## config.mk

```make
export PLATFORM = sky130hd
export DESIGN_NAME = device_serial_rom_bank
export DESIGN_NICKNAME = d
export VERILOG_FILES = /design/src/core/device_serial_rom_bank.v /design/src/core/serial_addr_decode.v /design/src/core/serial_byte_rom.v
export VERILOG_INCLUDE_DIRS = /design/src /design/src/core
export SDC_FILE = /design/constraint.sdc
export NUM_CORES = 1
export LEC_CHECK = 0
export BUFFER_PORTS_ARGS = -buffer_cell sky130_fd_sc_hd__buf_2
export CAP_MARGIN = 20
export CORE_MARGIN = 10
export CORE_UTILIZATION = 45
export CTS_CLUSTER_DIAMETER = 120
export DETAILED_ROUTE_END_ITERATION = 10
export PLACE_DENSITY = 0.72
export SLEW_MARGIN = 20
export SYNTH_ARGS = -nofsm -noshare
export SYNTH_HDL_FRONTEND = slang
export SYNTH_SLANG_ARGS = --single-unit
```

## constraint.sdc

```tcl
create_clock -name ref_clk -period 9 [get_ports ref_clk]
set_clock_uncertainty 0.2 [all_clocks]
set_input_delay 0.9 -clock ref_clk [delete_from_list [all_inputs] [get_ports ref_clk]]
set_output_delay 0.9 -clock ref_clk [all_outputs]
set_load 0.02 [all_outputs]
```

## src/core/serial_rom_map.vh

```
`ifndef SERIAL_ROM_MAP_VH
`define SERIAL_ROM_MAP_VH

// Address and data widths of the register port
`define ADDR_W            16
`define DATA_W            8
// Number of identifier bytes and index width
`define ID_BYTES          12
`define ID_IDX_W          4
`define ID_BITS           96
// Byte addresses of the identifier locations
`define ADDR_DIE_X_LOW    16'h4926
`define ADDR_DIE_X_HIGH   16'h4927
`define ADDR_DIE_Y_LOW    16'h4928
`define ADDR_DIE_Y_HIGH   16'h4929
`define ADDR_WAFER        16'h492a
`define ADDR_SERIAL_5     16'h492b
`define ADDR_SERIAL_6     16'h492c
`define ADDR_SERIAL_7     16'h492d
`define ADDR_LOT_8        16'h492e
`define ADDR_LOT_9        16'h492f
`define ADDR_LOT_10       16'h4930
`define ADDR_LOT_LAST     16'h4931
// Byte index of each location inside the identifier
`define IDX_DIE_X_LOW     4'h0
`define IDX_DIE_X_HIGH    4'h1
`define IDX_DIE_Y_LOW     4'h2
`define IDX_DIE_Y_HIGH    4'h3
`define IDX_WAFER         4'h4
`define IDX_SERIAL_5      4'h5
`define IDX_SERIAL_6      4'h6
`define IDX_SERIAL_7      4'h7
`define IDX_LOT_8         4'h8
`define IDX_LOT_9         4'h9
`define IDX_LOT_10        4'ha
`define IDX_LOT_LAST      4'hb
// Value returned for an unmapped address
`define READ_UNMAPPED     8'h00
// Neutral identifier value per field (arbitrary, replace per die at build)
`define ID_DIE_X          16'h0001
`define ID_DIE_Y          16'h0002
`define ID_WAFER          8'h03
`define ID_LOT            56'h00000000000004

`endif

```

## src/core/device_serial_rom_bank.v

```verilog
// Contract
// - The bank presents a 96-bit identifier unique to each device.
// - Writes to identifier locations never change any stored bit.
// - Software fetches each byte with its own read and joins them itself.
// - Bytes lie LSB first over twelve addresses: X, Y, wafer, then lot.
`timescale 1ns/1ps
`default_nettype none
`include "serial_rom_map.vh"

// Read-only identifier bank on the peripheral register port
//
// Address map, least significant byte first:
//   0x4926 die X low        0x492c serial byte 6
//   0x4927 die X high       0x492d serial byte 7
//   0x4928 die Y low        0x492e lot code byte 8
//   0x4929 die Y high       0x492f lot code byte 9
//   0x492a wafer index      0x4930 lot code byte 10
//   0x492b serial byte 5    0x4931 lot code byte 11
//
// Behaviour:
//   A mapped read loads its byte into the output register, and the
//   byte stands for exactly the one cycle after the strobe.
//   Every other cycle, reset included, loads zero, so a late sample
//   of the port never picks up stale identifier bits.
//   Writes are taken and dropped; no path leads from wdata to storage.
//
// Timing:
//   edge n     read strobe and address sampled, byte loaded
//   cycle n+1  byte stands on rdata
//   edge n+1   zero loaded unless another read follows
//   Back-to-back reads give back-to-back bytes with no idle cycle.
//
// Reset:
//   Reset touches no identifier bit; it only holds reads off, so the
//   output register loads zero for as long as reset is high.
//   The first read may follow in the cycle after release.
//
// Decode:
//   Three decoders look at the address: a subtracting window compare,
//   a table of the twelve locations and a one-hot select vector.
//   A read reaches the table only when both index paths agree and exactly one select line is set, so a single
//   decode fault returns zero instead of a plausible wrong byte.
//   The cost is a few dozen gates; the bank is never timing critical.
//
// Limitation: there is no error response, so a write here looks to
// software exactly like a successful write anywhere else.
module device_serial_rom_bank (
	input  wire                 ref_clk,
	input  wire                 srst,
	input  wire [`ADDR_W-1:0]   addr,
	input  wire [`DATA_W-1:0]   wdata,
	input  wire                 wr_stb,
	input  wire                 rd_stb,
	output wire [`DATA_W-1:0]   rdata
);
	// Die X position, low byte
	// First location of the bank
	localparam [`ADDR_W-1:0] LOC_DIE_X_LOW  = `ADDR_DIE_X_LOW;

	// Die X position, high byte
	// Joined above the low byte by software
	localparam [`ADDR_W-1:0] LOC_DIE_X_HIGH = `ADDR_DIE_X_HIGH;

	// Die Y position, low byte
	// Starts the second field
	localparam [`ADDR_W-1:0] LOC_DIE_Y_LOW  = `ADDR_DIE_Y_LOW;

	// Die Y position, high byte
	// Ends the position fields
	localparam [`ADDR_W-1:0] LOC_DIE_Y_HIGH = `ADDR_DIE_Y_HIGH;

	// Wafer index
	// Single byte of the wafer field
	localparam [`ADDR_W-1:0] LOC_WAFER      = `ADDR_WAFER;

	// Serial byte 5
	// Upper bytes follow without a gap
	localparam [`ADDR_W-1:0] LOC_SERIAL_5   = `ADDR_SERIAL_5;

	// Serial byte 6
	// Middle of the upper serial part
	localparam [`ADDR_W-1:0] LOC_SERIAL_6   = `ADDR_SERIAL_6;

	// Serial byte 7
	// Last byte before the lot code
	localparam [`ADDR_W-1:0] LOC_SERIAL_7   = `ADDR_SERIAL_7;

	// Lot code byte 8
	// Lowest byte of the lot code
	localparam [`ADDR_W-1:0] LOC_LOT_8      = `ADDR_LOT_8;

	// Lot code byte 9
	// Second lot code byte
	localparam [`ADDR_W-1:0] LOC_LOT_9      = `ADDR_LOT_9;

	// Lot code byte 10
	// Third lot code byte
	localparam [`ADDR_W-1:0] LOC_LOT_10     = `ADDR_LOT_10;

	// Lot code byte 11
	// Last location of the bank
	localparam [`ADDR_W-1:0] LOC_LOT_LAST   = `ADDR_LOT_LAST;

	// True for the twelve identifier addresses, written out one by one so
	// that it shares no arithmetic with the subtracting decoder
	function is_id_location;
		input [`ADDR_W-1:0] a;
		begin
			case (a)
				// Die X low
				LOC_DIE_X_LOW: begin
					is_id_location = 1'b1;
				end
				// Die X high
				LOC_DIE_X_HIGH: begin
					is_id_location = 1'b1;
				end
				// Die Y low
				LOC_DIE_Y_LOW: begin
					is_id_location = 1'b1;
				end
				// Die Y high
				LOC_DIE_Y_HIGH: begin
					is_id_location = 1'b1;
				end
				// Wafer
				LOC_WAFER: begin
					is_id_location = 1'b1;
				end
				// Serial byte 5
				LOC_SERIAL_5: begin
					is_id_location = 1'b1;
				end
				// Serial byte 6
				LOC_SERIAL_6: begin
					is_id_location = 1'b1;
				end
				// Serial byte 7
				LOC_SERIAL_7: begin
					is_id_location = 1'b1;
				end
				// Lot byte 8
				LOC_LOT_8: begin
					is_id_location = 1'b1;
				end
				// Lot byte 9
				LOC_LOT_9: begin
					is_id_location = 1'b1;
				end
				// Lot byte 10
				LOC_LOT_10: begin
					is_id_location = 1'b1;
				end
				// Lot byte 11
				LOC_LOT_LAST: begin
					is_id_location = 1'b1;
				end
				default: begin
					is_id_location = 1'b0;
				end
			endcase
		end
	endfunction

	// Byte index of a location, from the table rather than by subtraction;
	// unmapped addresses give index zero, which the hit terms then mask
	function [`ID_IDX_W-1:0] id_location_index;
		input [`ADDR_W-1:0] a;
		begin
			case (a)
				// Die X low
				LOC_DIE_X_LOW: begin
					id_location_index = `IDX_DIE_X_LOW;
				end
				// Die X high
				LOC_DIE_X_HIGH: begin
					id_location_index = `IDX_DIE_X_HIGH;
				end
				// Die Y low
				LOC_DIE_Y_LOW: begin
					id_location_index = `IDX_DIE_Y_LOW;
				end
				// Die Y high
				LOC_DIE_Y_HIGH: begin
					id_location_index = `IDX_DIE_Y_HIGH;
				end
				// Wafer
				LOC_WAFER: begin
					id_location_index = `IDX_WAFER;
				end
				// Serial byte 5
				LOC_SERIAL_5: begin
					id_location_index = `IDX_SERIAL_5;
				end
				// Serial byte 6
				LOC_SERIAL_6: begin
					id_location_index = `IDX_SERIAL_6;
				end
				// Serial byte 7
				LOC_SERIAL_7: begin
					id_location_index = `IDX_SERIAL_7;
				end
				// Lot byte 8
				LOC_LOT_8: begin
					id_location_index = `IDX_LOT_8;
				end
				// Lot byte 9
				LOC_LOT_9: begin
					id_location_index = `IDX_LOT_9;
				end
				// Lot byte 10
				LOC_LOT_10: begin
					id_location_index = `IDX_LOT_10;
				end
				// Lot byte 11
				LOC_LOT_LAST: begin
					id_location_index = `IDX_LOT_LAST;
				end
				default: begin
					id_location_index = `IDX_DIE_X_LOW;
				end
			endcase
		end
	endfunction

	// Counts set select lines; exactly one may be set on a mapped address
	function [`ID_IDX_W:0] count_selects;
		input [`ID_BYTES-1:0] v;
		integer i;
		begin
			count_selects = {(`ID_IDX_W+1){1'b0}};
			for (i = 0; i < `ID_BYTES; i = i + 1) begin
				count_selects = count_selects + v[i];
			end
		end
	endfunction

	// Decode results and the gated read enable
	wire                 hit;
	wire [`ID_IDX_W-1:0] index;
	wire [`DATA_W-1:0]   rom_data;
	wire                 table_hit;
	wire [`ID_IDX_W-1:0] table_index;
	wire [`ID_BYTES-1:0] sel;
	wire                 sel_single;
	wire                 index_agree;
	wire                 rd_take;

	// One-hot select vector, one compare per location
	// Die X
	assign sel[`IDX_DIE_X_LOW]  = (addr == LOC_DIE_X_LOW);
	// Die X high
	assign sel[`IDX_DIE_X_HIGH] = (addr == LOC_DIE_X_HIGH);
	// Die Y
	assign sel[`IDX_DIE_Y_LOW]  = (addr == LOC_DIE_Y_LOW);
	// Die Y high
	assign sel[`IDX_DIE_Y_HIGH] = (addr == LOC_DIE_Y_HIGH);
	// Wafer
	assign sel[`IDX_WAFER]      = (addr == LOC_WAFER);
	// Serial byte 5
	assign sel[`IDX_SERIAL_5]   = (addr == LOC_SERIAL_5);
	// Serial byte 6
	assign sel[`IDX_SERIAL_6]   = (addr == LOC_SERIAL_6);
	// Serial byte 7
	assign sel[`IDX_SERIAL_7]   = (addr == LOC_SERIAL_7);
	// Lot byte 8
	assign sel[`IDX_LOT_8]      = (addr == LOC_LOT_8);
	// Lot byte 9
	assign sel[`IDX_LOT_9]      = (addr == LOC_LOT_9);
	// Lot byte 10
	assign sel[`IDX_LOT_10]     = (addr == LOC_LOT_10);
	// Lot byte 11
	assign sel[`IDX_LOT_LAST]   = (addr == LOC_LOT_LAST);

	// Window decoder: one subtract and one compare
	serial_addr_decode u_decode (
		.addr  (addr),
		.hit   (hit),
		.index (index)
	);

	// Table decoder, an independent second opinion
	assign table_hit   = is_id_location(addr);
	assign table_index = id_location_index(addr);
	// Exactly one select line may be set
	assign sel_single  = (count_selects(sel) == {{`ID_IDX_W{1'b0}}, 1'b1});
	// Both index paths must name the same byte
	assign index_agree = (index == table_index);
	// Reads are held off during reset; the table itself never resets
	assign rd_take     = rd_stb & hit & table_hit & sel_single & index_agree & ~srst;

	// No write port exists, so wr_stb and wdata cannot reach any bit
	serial_byte_rom u_rom (
		.ref_clk (ref_clk),
		.rd_en   (rd_take),
		.index   (index),
		.rd_data (rom_data)
	);

	// Straight from the table's output register: zero unless a read hit
	assign rdata = rom_data;
endmodule // device_serial_rom_bank
`default_nettype wire

```

## src/core/serial_addr_decode.v

```verilog
`timescale 1ns/1ps
`default_nettype none
`include "serial_rom_map.vh"

// Maps a bus address onto an identifier byte index
module serial_addr_decode (
	input  wire [`ADDR_W-1:0]   addr,
	output wire                 hit,
	output wire [`ID_IDX_W-1:0] index
);
	wire [`ADDR_W-1:0] offset;

	// Subtraction wraps below the base, so one compare covers both ends
	assign offset = addr - `ADDR_DIE_X_LOW;
	assign hit    = (offset < `ID_BYTES);
	assign index  = offset[`ID_IDX_W-1:0];
endmodule // serial_addr_decode
`default_nettype wire

```

## src/core/serial_byte_rom.v

```verilog
`timescale 1ns/1ps
`default_nettype none
`include "serial_rom_map.vh"

// Fixed byte table with a registered read port and no write port
module serial_byte_rom (
	input  wire                 ref_clk,
	input  wire                 rd_en,
	input  wire [`ID_IDX_W-1:0] index,
	output reg  [`DATA_W-1:0]   rd_data
);
	wire [`ID_BITS-1:0] device_serial_bits;

	// Least significant byte first: X, Y, wafer, then lot
	assign device_serial_bits = {`ID_LOT, `ID_WAFER, `ID_DIE_Y, `ID_DIE_X};

	// Zero outside reads, so a byte stands for one cycle only
	always @(posedge ref_clk) begin
		if (rd_en) begin
			rd_data <= device_serial_bits[index*`DATA_W +: `DATA_W];
		end else begin
			rd_data <= `READ_UNMAPPED;
		end
	end
endmodule // serial_byte_rom
`default_nettype wire

```

# [After elaboration in Yosys (flattened, before gate mapping)]
# Cells that the tools add are included.
[word_totals] ff_bits=8 in_bits=28 word_cells=38
[op_classes] add_sub_neg=12 order_cmp=1 eq_ne=14 shift=1 n_mux=2 n_bitwise=6 n_reduce_logical=1
[ops] operator="$eq A16 B15 Y1 const B" n=12
[ops] operator="$shiftx A96 B8 Y8 const A" n=1
[ops] operator="$pmux W4 S11" n=1
[ops] operator="$add A5 B1 Y5" n=7
[ops] operator="$lt A16 B4 Y1 const B" n=1
[ops] operator="$sub A16 B15 Y16 const B" n=1
[ops] operator="$reduce_or A12 Y1" n=1
[ops] operator="$add A4 B1 Y5" n=1
[ops] operator="$and A1 B1 Y1" n=5
[ops] operator="$eq A5 B1 Y1 const B" n=1
[ops] operator="$add A3 B1 Y4" n=1
[ops] operator="$eq A4 B4 Y1" n=1
[ops] operator="$add A2 B1 Y3" n=1
[ops] operator="$add A1 B1 Y2" n=1
[ops] operator="$mux W1" n=1
[ops] operator="$not A1 Y1" n=1

# [Longest topological paths before layout]
# Gate-level depths: netlist (run 1).
[depth] depth_word=16 ltp_mapped=20 mapped_depth_nobuf=20

# [By module]
# From an unflattened synthesis (run 1), not the netlist that was laid out.
[unflattened] hier_cells=143 hier_area_um2=1131.1
[modules_own_cells] module="device_serial_rom_bank" instances=1 cells_each=76 area_per_inst_um2=629.4 seq_area_each_um2=0.0
[modules_own_cells] module="serial_addr_decode" instances=1 cells_each=53 area_per_inst_um2=355.3 seq_area_each_um2=0.0
[modules_own_cells] module="serial_byte_rom" instances=1 cells_each=14 area_per_inst_um2=146.4 seq_area_each_um2=60.1

# [Worst setup path after synthesis (run 1)]
# No wires, ideal clock.
[synth_path] path_kind="input-to-reg" from="input port addr[9]" to="register u_rom.rd_data[2]" setup_ps=60 t_arrival_ps=6372 t_required_ps=8740 setup_slack_ps=2368 cell_stages=20 path_cell_list="or3b_4 or2_1 or3_2 nor2_1 and3_1 inv_1 fa_1 fa_1 fa_1 fa_1 inv_1 ha_1 inv_1 fa_1 a211o_1 a2111oi_0 o221ai_1 a2111oi_0 nor4b_2 o2111a_1"
[synth_via] elab_chain_cells=16 word_cells_on_any_way=35
[synth_rtl] item="start: declaration" line="device_serial_rom_bank.v:50" source="input wire [`ADDR_W-1:0] addr,"
[synth_rtl] item="$eq A16 B15 Y1 (on tied branches)"
[synth_rtl] item="$add A1 B1 Y2" line="device_serial_rom_bank.v:233" source="count_selects = count_selects + v[i];"
[synth_rtl] item="$add A2 B1 Y3" line="device_serial_rom_bank.v:233"
[synth_rtl] item="$add A3 B1 Y4" line="device_serial_rom_bank.v:233"
[synth_rtl] item="$add A4 B1 Y5" line="device_serial_rom_bank.v:233"
[synth_rtl] item="$add A5 B1 Y5 (7 in series)" line="device_serial_rom_bank.v:233"
[synth_rtl] item="$eq A5 B1 Y1" line="device_serial_rom_bank.v:286" source="assign sel_single = (count_selects(sel) == {{`ID_IDX_W{1'b0}}, 1'b1});"
[synth_rtl] item="$and A1 B1 Y1" line="device_serial_rom_bank.v:290" source="assign rd_take = rd_stb & hit & table_hit & sel_single & index_agree & ~srst;"
[synth_rtl] item="$and A1 B1 Y1 * (2 in series)" line="device_serial_rom_bank.v:290"
[synth_rtl] item="end signal: assignment" line="serial_byte_rom.v:20" source="rd_data <= device_serial_bits[index*`DATA_W +: `DATA_W];"
[synth_rtl] item="end signal: assignment" line="serial_byte_rom.v:22" source="rd_data <= `READ_UNMAPPED;"
[synth_rtl] item="end: declaration" line="serial_byte_rom.v:10" source="output reg [`DATA_W-1:0] rd_data"
# Every way passes the cells marked *; elsewhere a longest branch is shown, timed or not.
# A chain may end at the register's enable or synchronous reset.

# [Worst setup path in the final report (run 1)]
[layout_path] from="input port addr[11]" to="register u_rom.rd_data[2]"
# The elaborated chain is that of the path after synthesis.

==> impl_metrics.tcl, run 1 <==
set metrics [dict create \
    routedWlPerCell_um 14.4 \
    firstDrtPassIters 4 \
    sw_frac_of_total_pct 39.1 \
    worstSetupEndpointType "register" \
    pin_count 36 \
    clock-sinks 3 \
    seqPwrFrac_pct 19.1 \
    drt-total-wl_um 2820 \
    setup.worst_path.class "in2reg" \
    cts_setup_buffers 0 \
    whs_ns 0.893 \
    drt_iter0_drc 120 \
    antenna_found_initial 0 \
    worstPathCellList "buf_2, or3b_4, or2_1, or3_2, nor2_1, and3_1, inv_1, fa_1, fa_1, fa_1, fa_1, inv_1, ha_1, inv_1, fa_1, a211o_1, a2111oi_0, o221ai_1, a2111oi_0, nor4b_2, o2111a_1" \
    drive_above_1_share_pct 20.2 \
    syn_area_sq_mm 0.00109 \
    placement.io_buffers 21 \
    crit_path_max_incr_delay_ns 0.66 \
    p_leak_nw 0.512 \
    clockBufferDepth 2 \
    cp_top_family "adder cells" \
    crit_buf_inv 4 \
    syn_area_per_cell_sq_um 7.40 \
    max_flop_register "u_rom.rd_data" \
    antenna_left 0 \
    whs_endpoint "u_rom.rd_data[1]$_SDFF_PN0_" \
    reg_top3 "u_rom.rd_data x3" \
    start_kind "primary input" \
    slew-limit-headroom_pct 53.1 \
    globalRoute.totalOverflow 0 \
    initial_core_util_pct 48.6 \
    pwr-share-clk_pct 33.5 \
    drv_slew 0 \
    rsz0062_at_grt "no" \
    post-dp-hpwl_um 2460 \
    ys_types 52 \
    yosysSeqAreaShare_pct 5.49 \
    clock-root-buffer "clkbuf_4" \
    cpMostUsedCell "fa_1" \
    min_from "addr[0]" \
    worst_slew_pin_slew_ns 0.686 \
    outcome "completed" \
    largest_register_ffs 3 \
    synthToLayoutAreaGrowth_pct 11.5 \
    gp_congestion 0.891 \
    setup_viol 0 \
    p_switching_w 0.0000274 \
    tns_ns 0 \
    clock.fmax_ghz 0.130 \
    cts-resized-gates 0 \
    route.vias.total 1138 \
    peakVddDrop_mv 0.0439 \
    arrival_ns 7.65 \
    p_per_area_mw_per_mm2 57.3 \
    ys_async_sr_fraction_pct 0 \
    num_antenna_cells 0 \
    critical_path.max_fanout 7 \
    grt_pass1_vias 1119 \
    cts_tree "done" \
    drc_errors 0 \
    synthCells 148 \
    hold_buffers 0 \
    grt_usage_pct 11.7 \
    ys.flop_type "dfxtp_1" \
    coreArea_sq_mm 0.00225 \
    hold_violations 0 \
    htreeDepth 1 \
    synth_top_area_cell "fa_1" \
    via_per_inst 5.81 \
    die_w_um 69.3 \
    dieArea_sq_mm 0.00481 \
    hp-class "in2reg" \
    whs_path_depth 3 \
    grt_start_max_net_pins 16 \
    row_count 17 \
    critPathSlowestCell "a2111oi_0" \
    cts_buffers 3 \
    p_comb_share_pct 47.4 \
    power.internal_w 0.0000426 \
    worstPathRequired_ns 8.97 \
    clk_pin_slew_worst_paths_ns 0.04 \
    synth_area_leaders "fa_1 13%, ha_1 8.0%, dfxtp_1 5.5%, inv_1 5.5%, nor2_1 5.1%" \
    ys_warn_count 0 \
    die_h_um 69.3 \
    grt_pass1_wl_um 4970 \
    nets 211 \
    yosys_register_bits 3 \
    synth_top_area_share_pct 12.8 \
    max-cap-violations 0 \
    period_share_pct 85.4 \
    synth_edf_count 0 \
    period_needed_ns 7.68 \
]
worst max path at each step:
stage	start	slack, ns	cells past startpoint	end
after global routing	addr[11]	0.90	21	u_rom.rd_data[2]$_SDFF_PN0_
final	addr[11]	1.32	21	u_rom.rd_data[2]$_SDFF_PN0_
after CTS	addr[11]	1.37	21	u_rom.rd_data[2]$_SDFF_PN0_
after detailed placement	addr[11]	1.16	21	u_rom.rd_data[2]$_SDFF_PN0_
after floorplan	addr[9]	2.37	20	u_rom.rd_data[2]$_SDFF_PN0_
after global placement	addr[11]	1.27	21	u_rom.rd_data[2]$_SDFF_PN0_
layer usage:
layer  GRT usage [%]  part of all wire (%)
met1            14.9                    47
met5               0                     0
met2            18.1                    46
met3            3.85                   6.4
met4            3.10                     0
Yosys cell counts (2+ instances only):
master      n
a2111oi_0   2
a21oi_1     8
and3_1      4
buf_2       2
buf_4       5
dfxtp_1     3
fa_1        7
ha_1        7
inv_1      16
mux2_2      2
nand2_1    13
nand2b_1    5
nand3_1     5
nand3b_1    3
nor2_1     15
nor3_1      4
nor4_1      2
o211ai_1    5
o21ai_0     2
o22ai_1     2
or3_1       2
or4b_1      2
xnor2_1     2
xor2_1      2
layout make-up:
type	count	area (sq um)
inverters	16	60.1
repair buffers	21	105
flip-flops and latches	3	60.1
fillers	234	1030
clock buffers	4	26.3
well taps	28	35.0
multi-input cells	124	935
power groups by stage:
| stage | combinational, W | clock, W | sequential [W] |
|---|---|---|---|
| finish | 0.0000332 | 0.0000235 | 0.0000134 |
| detailed placement | 0.0000326 | 0 | 0.0000136 |
| global placement | 0.0000316 | 0 | 0.0000136 |
| global route | 0.0000367 | 0.0000258 | 0.0000134 |
| CTS | 0.0000327 | 0.0000250 | 0.0000134 |
| floorplan | 0.0000238 | 0 | 0.0000136 |
kinds of logic (layout without fill, tap and decap cells):
family / after synthesis / after routing / share of synthesized area [%]
xor gates and xnor gates: 4 / 4 / 3.20
and+or+nand+nor: 67 / 67 / 35.0
other: 1 / 5 / 0.343
DFF: 3 / 3 / 5.49
AOI/OAI and AO/OA: 31 / 31 / 21.7
muxes: 3 / 3 / 2.97
adders and majority gates: 14 / 14 / 20.8
buffers and inverters: 25 / 41 / 10.5
per-stage QoR:
| stage | util [%] | total power (W) | instances | setup WS [ns] | instance area [sq um] |
|---|---|---|---|---|---|
| after floorplan | - | 0.0000373 | 152 | 2.37 | 1110 |
| after global placement | 53.0 | 0.0000452 | 192 | 1.27 | 1190 |
| after detailed placement | 53.0 | 0.0000462 | 192 | 1.16 | 1190 |
| after CTS | 54.2 | 0.0000711 | 196 | 1.37 | 1220 |
| after global routing | 54.2 | 0.0000758 | 196 | 0.898 | 1220 |
| final | 54.2 | 0.0000700 | 196 | 1.32 | 1220 |
cell usage in the layout, fill, tap and decap left out, types with 7 or more instances in the layout:
master    n
fa_1      7
inv_1    16
ha_1      7
buf_2    21
nand2_1  13
a21oi_1   8
nor2_1   15
tightest hold or removal path, stage by stage:
cell	delay (ns)
buf_2	0.14
nor2_1	0.10
and3_1	0.15
Note: power is estimated with default switching activity, not from simulation.
==> run 2: changes to the inputs <==
CORE_UTILIZATION = 40   (was 45)
PLACE_DENSITY = 0.66   (was 0.72)
==> run 2 against run 1 <==
Combinational power hardly changed. Largest cell class unchanged. Cell area grew 0.20%. Non-clock buffer count is the same. Clock power increased by 3%. Largest power group unchanged. Sequential power is essentially flat. Routed wire length is 2.6% higher. Utilization is 6.1 points lower. Die area increased by 8.8%.
==> impl_metrics.tcl, run 2 (same netlist as run 1, synthesis figures left out) <==
set metrics [dict create \
    row_count 18 \
    period_share_pct 84.4 \
    final_cell_mix "21 x buf_2, 16 x inv_1, 15 x nor2_1, 13 x nand2_1, 8 x a21oi_1" \
    largest_register_ffs 3 \
    globalRoute.totalOverflow 0 \
    final_common_cell "buf_2" \
    clock-sinks 3 \
    p_leak_nw 0.512 \
    cts_tree "done" \
    post-dp-hpwl_um 2460 \
    drt-total-wl_um 2890 \
    clk_pin_slew_worst_paths_ns 0.04 \
    period_needed_ns 7.60 \
    grt_usage_pct 11.0 \
    busiest_layer "met2" \
    setup.worst_path.class "in2reg" \
    antenna_found_initial 0 \
    antenna_left 0 \
    worstPathRequired_ns 8.97 \
    setup_viol 0 \
    num_antenna_cells 0 \
    htreeDepth 1 \
    hold_buffers 0 \
    max-cap-violations 0 \
    hp-class "in2reg" \
    routedWlPerCell_um 14.6 \
    drive_above_1_share_pct 20.2 \
    fillCellCount 267 \
    total_power_w 0.0000709 \
    drv_slew 0 \
    rsz0062_at_grt "no" \
    synthToLayoutAreaGrowth_pct 11.8 \
    grt_pass1_wl_um 4920 \
    drc_errors 0 \
    via_per_inst 5.67 \
    peakVddDrop_mv 0.0486 \
    grt_use_met3_pct 1.90 \
    clockBufferDepth 2 \
    nets 211 \
    grt_pass1_vias 1108 \
    critical_path.max_fanout 7 \
    p_per_area_mw_per_mm2 57.9 \
    worst_slew_pin_slew_ns 0.702 \
    die_w_um 72.3 \
    worstSetupEndpointType "register" \
    start_kind "primary input" \
    clock.fmax_ghz 0.132 \
    coreArea_sq_mm 0.00254 \
    fin_area_sq_mm 0.00122 \
    firstDrtPassIters 4 \
    fin_util_pct 48.1 \
    reg_top3 "u_rom.rd_data x3" \
    gp_congestion 0.865 \
    tns_ns 0 \
    initial_core_util_pct 43.0 \
    slew-limit-headroom_pct 52.0 \
    cts-resized-gates 0 \
    cts_buffers 3 \
    use_met2_pct 17.3 \
    dieArea_sq_mm 0.00523 \
    max_flop_register "u_rom.rd_data" \
    postPlaceCellArea_sq_mm 0.00120 \
    placement.io_buffers 21 \
    hold_violations 0 \
    clock-root-buffer "clkbuf_4" \
    drt_iter0_drc 151 \
    cts_setup_buffers 0 \
    grt_start_max_net_pins 16 \
    met1_usage_pct 15.1 \
    pin_count 36 \
    arrival_ns 7.57 \
    outcome "completed" \
    route.vias.total 1123 \
    die_h_um 72.3 \
]
run 2: cell counts in the layout (fill, tap and decap cells not counted):
No cell type changed its count.
run 2: layer usage:
layer	wire [um]	share of wire (%)	vias to the layer above
met5	0	0	-
met4	24	0.83	0
met3	210	7.3	3
met2	1300	45	42
li1	-	-	558
met1	1350	47	520
run 2: where the power goes:
part	switching, W	internal [W]	leakage (nW)	total [W]
Sequential	0.000000000000000000269	0.0000134	0.0241	0.0000134
Combinational	0.0000207	0.0000126	0.473	0.0000334
Clock	0.00000748	0.0000166	0.0150	0.0000241
run 2: layout make-up:
type | instances | area, sq um | area share, %
Inverter | 16 | 60.1 | 4.91
Sequential cell | 3 | 60.1 | 4.91
Clock buffer | 4 | 26.3 | 2.15
Timing Repair Buffer | 21 | 105 | 8.59
Tap cell | 30 | 37.5 | 3.07
Multi-Input combinational cell | 124 | 935 | 76.4
run 2: path summary, 6_finish.rpt:
check                 cells after the start  slack [ns]                     endpoint  startpoint
worst max-delay path                     21        1.40  u_rom.rd_data[2]$_SDFF_PN0_    addr[11]
worst min-delay path                      3        0.88  u_rom.rd_data[1]$_SDFF_PN0_     addr[0]
run 2: worst max-delay path: stages:
cell and delay (ns):
buf_2 0.14, or3b_4 0.41, or2_1 0.25, or3_2 0.49
nor2_1 0.17, and3_1 0.21, inv_1 0.08, fa_1 0.52
fa_1 0.44, fa_1 0.51, fa_1 0.42, inv_1 0.07
ha_1 0.16, inv_1 0.06, fa_1 0.39, a211o_1 0.28
a2111oi_0 0.67, o221ai_1 0.26, a2111oi_0 0.47, nor4b_2 0.41
o2111a_1 0.26
run 2: through the flow:
step / worst slack (ns) / std cells / hold slack, ns
2_1_floorplan: 2.37 / 152 / 0.913
3_3_place_gp: 1.26 / 194 / 1.12
3_5_place_dp: 1.18 / 194 / 1.12
4_1_cts: 1.38 / 198 / 0.878
5_1_grt: 0.992 / 198 / 0.892
6_report: 1.40 / 198 / 0.880
==> run 3: changes to the inputs <==
clock period = 7.3 ns   (was 9 ns; I/O delays follow)
==> run 3 against run 2 <==
Clock power rose by 23%. Cell area rose by 8.2%. Non-clock buffer count rose by 12. Die area did not move. Worst setup slack got worse by 1.1 ns. Via count rose by 7.7%. Total power rose by 30%. Routed wire length rose by 11%. Sequential share of layout area fell by 0.37 points. Flip-flop and latch count did not move. Global-route usage rose by 0.97 points.
==> impl_metrics.tcl, run 3 (same netlist as run 1, synthesis figures left out) <==
set metrics [dict create \
    hp-class "in2reg" \
    worst_slew_pin_slew_ns 0.757 \
    crit_buf_inv 5 \
    antenna_left 0 \
    die_w_um 72.3 \
    firstDrtPassIters 4 \
    drv_slew 0 \
    die_h_um 72.3 \
    post-dp-hpwl_um 2730 \
    placement.io_buffers 21 \
    worstPathRequired_ns 7.27 \
    reg_top3 "u_rom.rd_data x3" \
    cts_buffers 3 \
    gp_congestion 0.875 \
    grt_start_max_net_pins 15 \
    drt-total-wl_um 3210 \
    max_flop_register "u_rom.rd_data" \
    clock.fmax_ghz 0.144 \
    max-cap-violations 0 \
    slew-limit-headroom_pct 49.3 \
    clock-sinks 3 \
    cp_top_family "adder cells" \
    postPlaceCellArea_sq_mm 0.00129 \
    fin_area_sq_mm 0.00132 \
    outcome "completed" \
    cts_setup_buffers 0 \
    start_kind "primary input" \
    arrival_ns 6.92 \
    initial_core_util_pct 43.0 \
    coreArea_sq_mm 0.00254 \
    clock-root-buffer "clkbuf_4" \
    grt_usage_pct 12.0 \
    drive_above_1_share_pct 25.6 \
    crit_path_max_incr_delay_ns 0.53 \
    clockBufferDepth 2 \
    nets 223 \
    setup_viol 0 \
    rsz0062_at_grt "no" \
    grt_pass1_wl_um 5250 \
    hold_violations 0 \
    globalRoute.totalOverflow 0 \
    layout_setup_ws_ns 0.350 \
    row_count 18 \
    peakVddDrop_mv 0.0694 \
    whs_path_depth 3 \
    largest_register_ffs 3 \
    critPathSlowestCell "fa_1" \
    grt_pass1_vias 1219 \
    antenna_found_initial 0 \
    whs_endpoint "u_rom.rd_data[1]$_SDFF_PN0_" \
    p_leak_nw 0.575 \
    instances_no_fill 210 \
    dp_cells 206 \
    p_per_area_mw_per_mm2 69.3 \
    min_from "addr[0]" \
    pre_cts_slack_ns 0.0125 \
    final_common_cell "buf_2" \
    final_cell_mix "21 x buf_2, 16 x inv_1, 15 x nor2_1, 13 x nand2_1, 12 x buf_4" \
    htreeDepth 1 \
    whs_ns 0.709 \
    tns_ns 0 \
    drt_iter0_drc 108 \
    period_needed_ns 6.95 \
    clk_pin_slew_worst_paths_ns 0.04 \
    cts_tree "done" \
    dieArea_sq_mm 0.00523 \
    via_per_inst 5.76 \
    drc_errors 0 \
    cpMostUsedCell "fa_1" \
    critical_path.max_fanout 3 \
    num_antenna_cells 0 \
    period_share_pct 95.2 \
    worstSetupEndpointType "register" \
    worstPathCellList "buf_2, or3b_4, or2_1, or3_2, nor2_1, and3_1, inv_1, fa_1, fa_1, fa_1, fa_1, inv_1, ha_1, inv_1, fa_1, a211o_1, a2111oi_0, buf_4, o221ai_1, a2111oi_1, nor4b_4, o2111a_1" \
    routedWlPerCell_um 15.3 \
    synthToLayoutAreaGrowth_pct 20.9 \
    setup.worst_path.class "in2reg" \
    route.vias.total 1209 \
    pin_count 36 \
]
run 3: power by group:
group / switching (W) / internal (W) / leakage, nW
Sequential: 0.000000000000000000347 / 0.0000165 / 0.0241
Combinational: 0.0000274 / 0.0000183 / 0.536
Clock: 0.00000912 / 0.0000205 / 0.0150
Total: 0.0000365 / 0.0000553 / 0.575
run 3: through the flow:
stage,utilization [%],total power (W)
floorplan,-,0.0000460
global placement,50.6,0.0000590
detailed placement,50.6,0.0000608
CTS,51.6,0.0000919
global route,52.0,0.0000983
finish,52.0,0.0000918
run 3: metal layers:
layer  global-route usage, %  wire (um)  vias to the layer above
met3                    2.59        233                        8
li1                        -          -                      590
met4                    5.38         76                        0
met2                    20.3       1510                       57
met5                       0          0                        -
met1                    14.0       1390                      554
run 3: timing repair:
item | CTS | global route
hold buffers | 0 | 0
gates resized for setup | 0 | 2
endpoints found under the setup margin | 0 | 3
run 3: area by class of cell:
cell class                 count  area, sq um
fill                         267         1220
multi-input combinational    124          945
timing repair buffer          33          195
sequential                     3         60.1
inverter                      16         60.1
tap                           30         37.5
clock buffer                   4         26.3
run 3: worst max path at each step:
stage                                             end     start  cells past startpoint
after floorplan           u_rom.rd_data[2]$_SDFF_PN0_   addr[9]                     20
after global placement    u_rom.rd_data[2]$_SDFF_PN0_   addr[9]                     22
after detailed placement  u_rom.rd_data[2]$_SDFF_PN0_  addr[10]                     22
after CTS                 u_rom.rd_data[2]$_SDFF_PN0_  addr[10]                     22
after global routing      u_rom.rd_data[2]$_SDFF_PN0_   addr[9]                     22
final                     u_rom.rd_data[2]$_SDFF_PN0_  addr[10]                     22
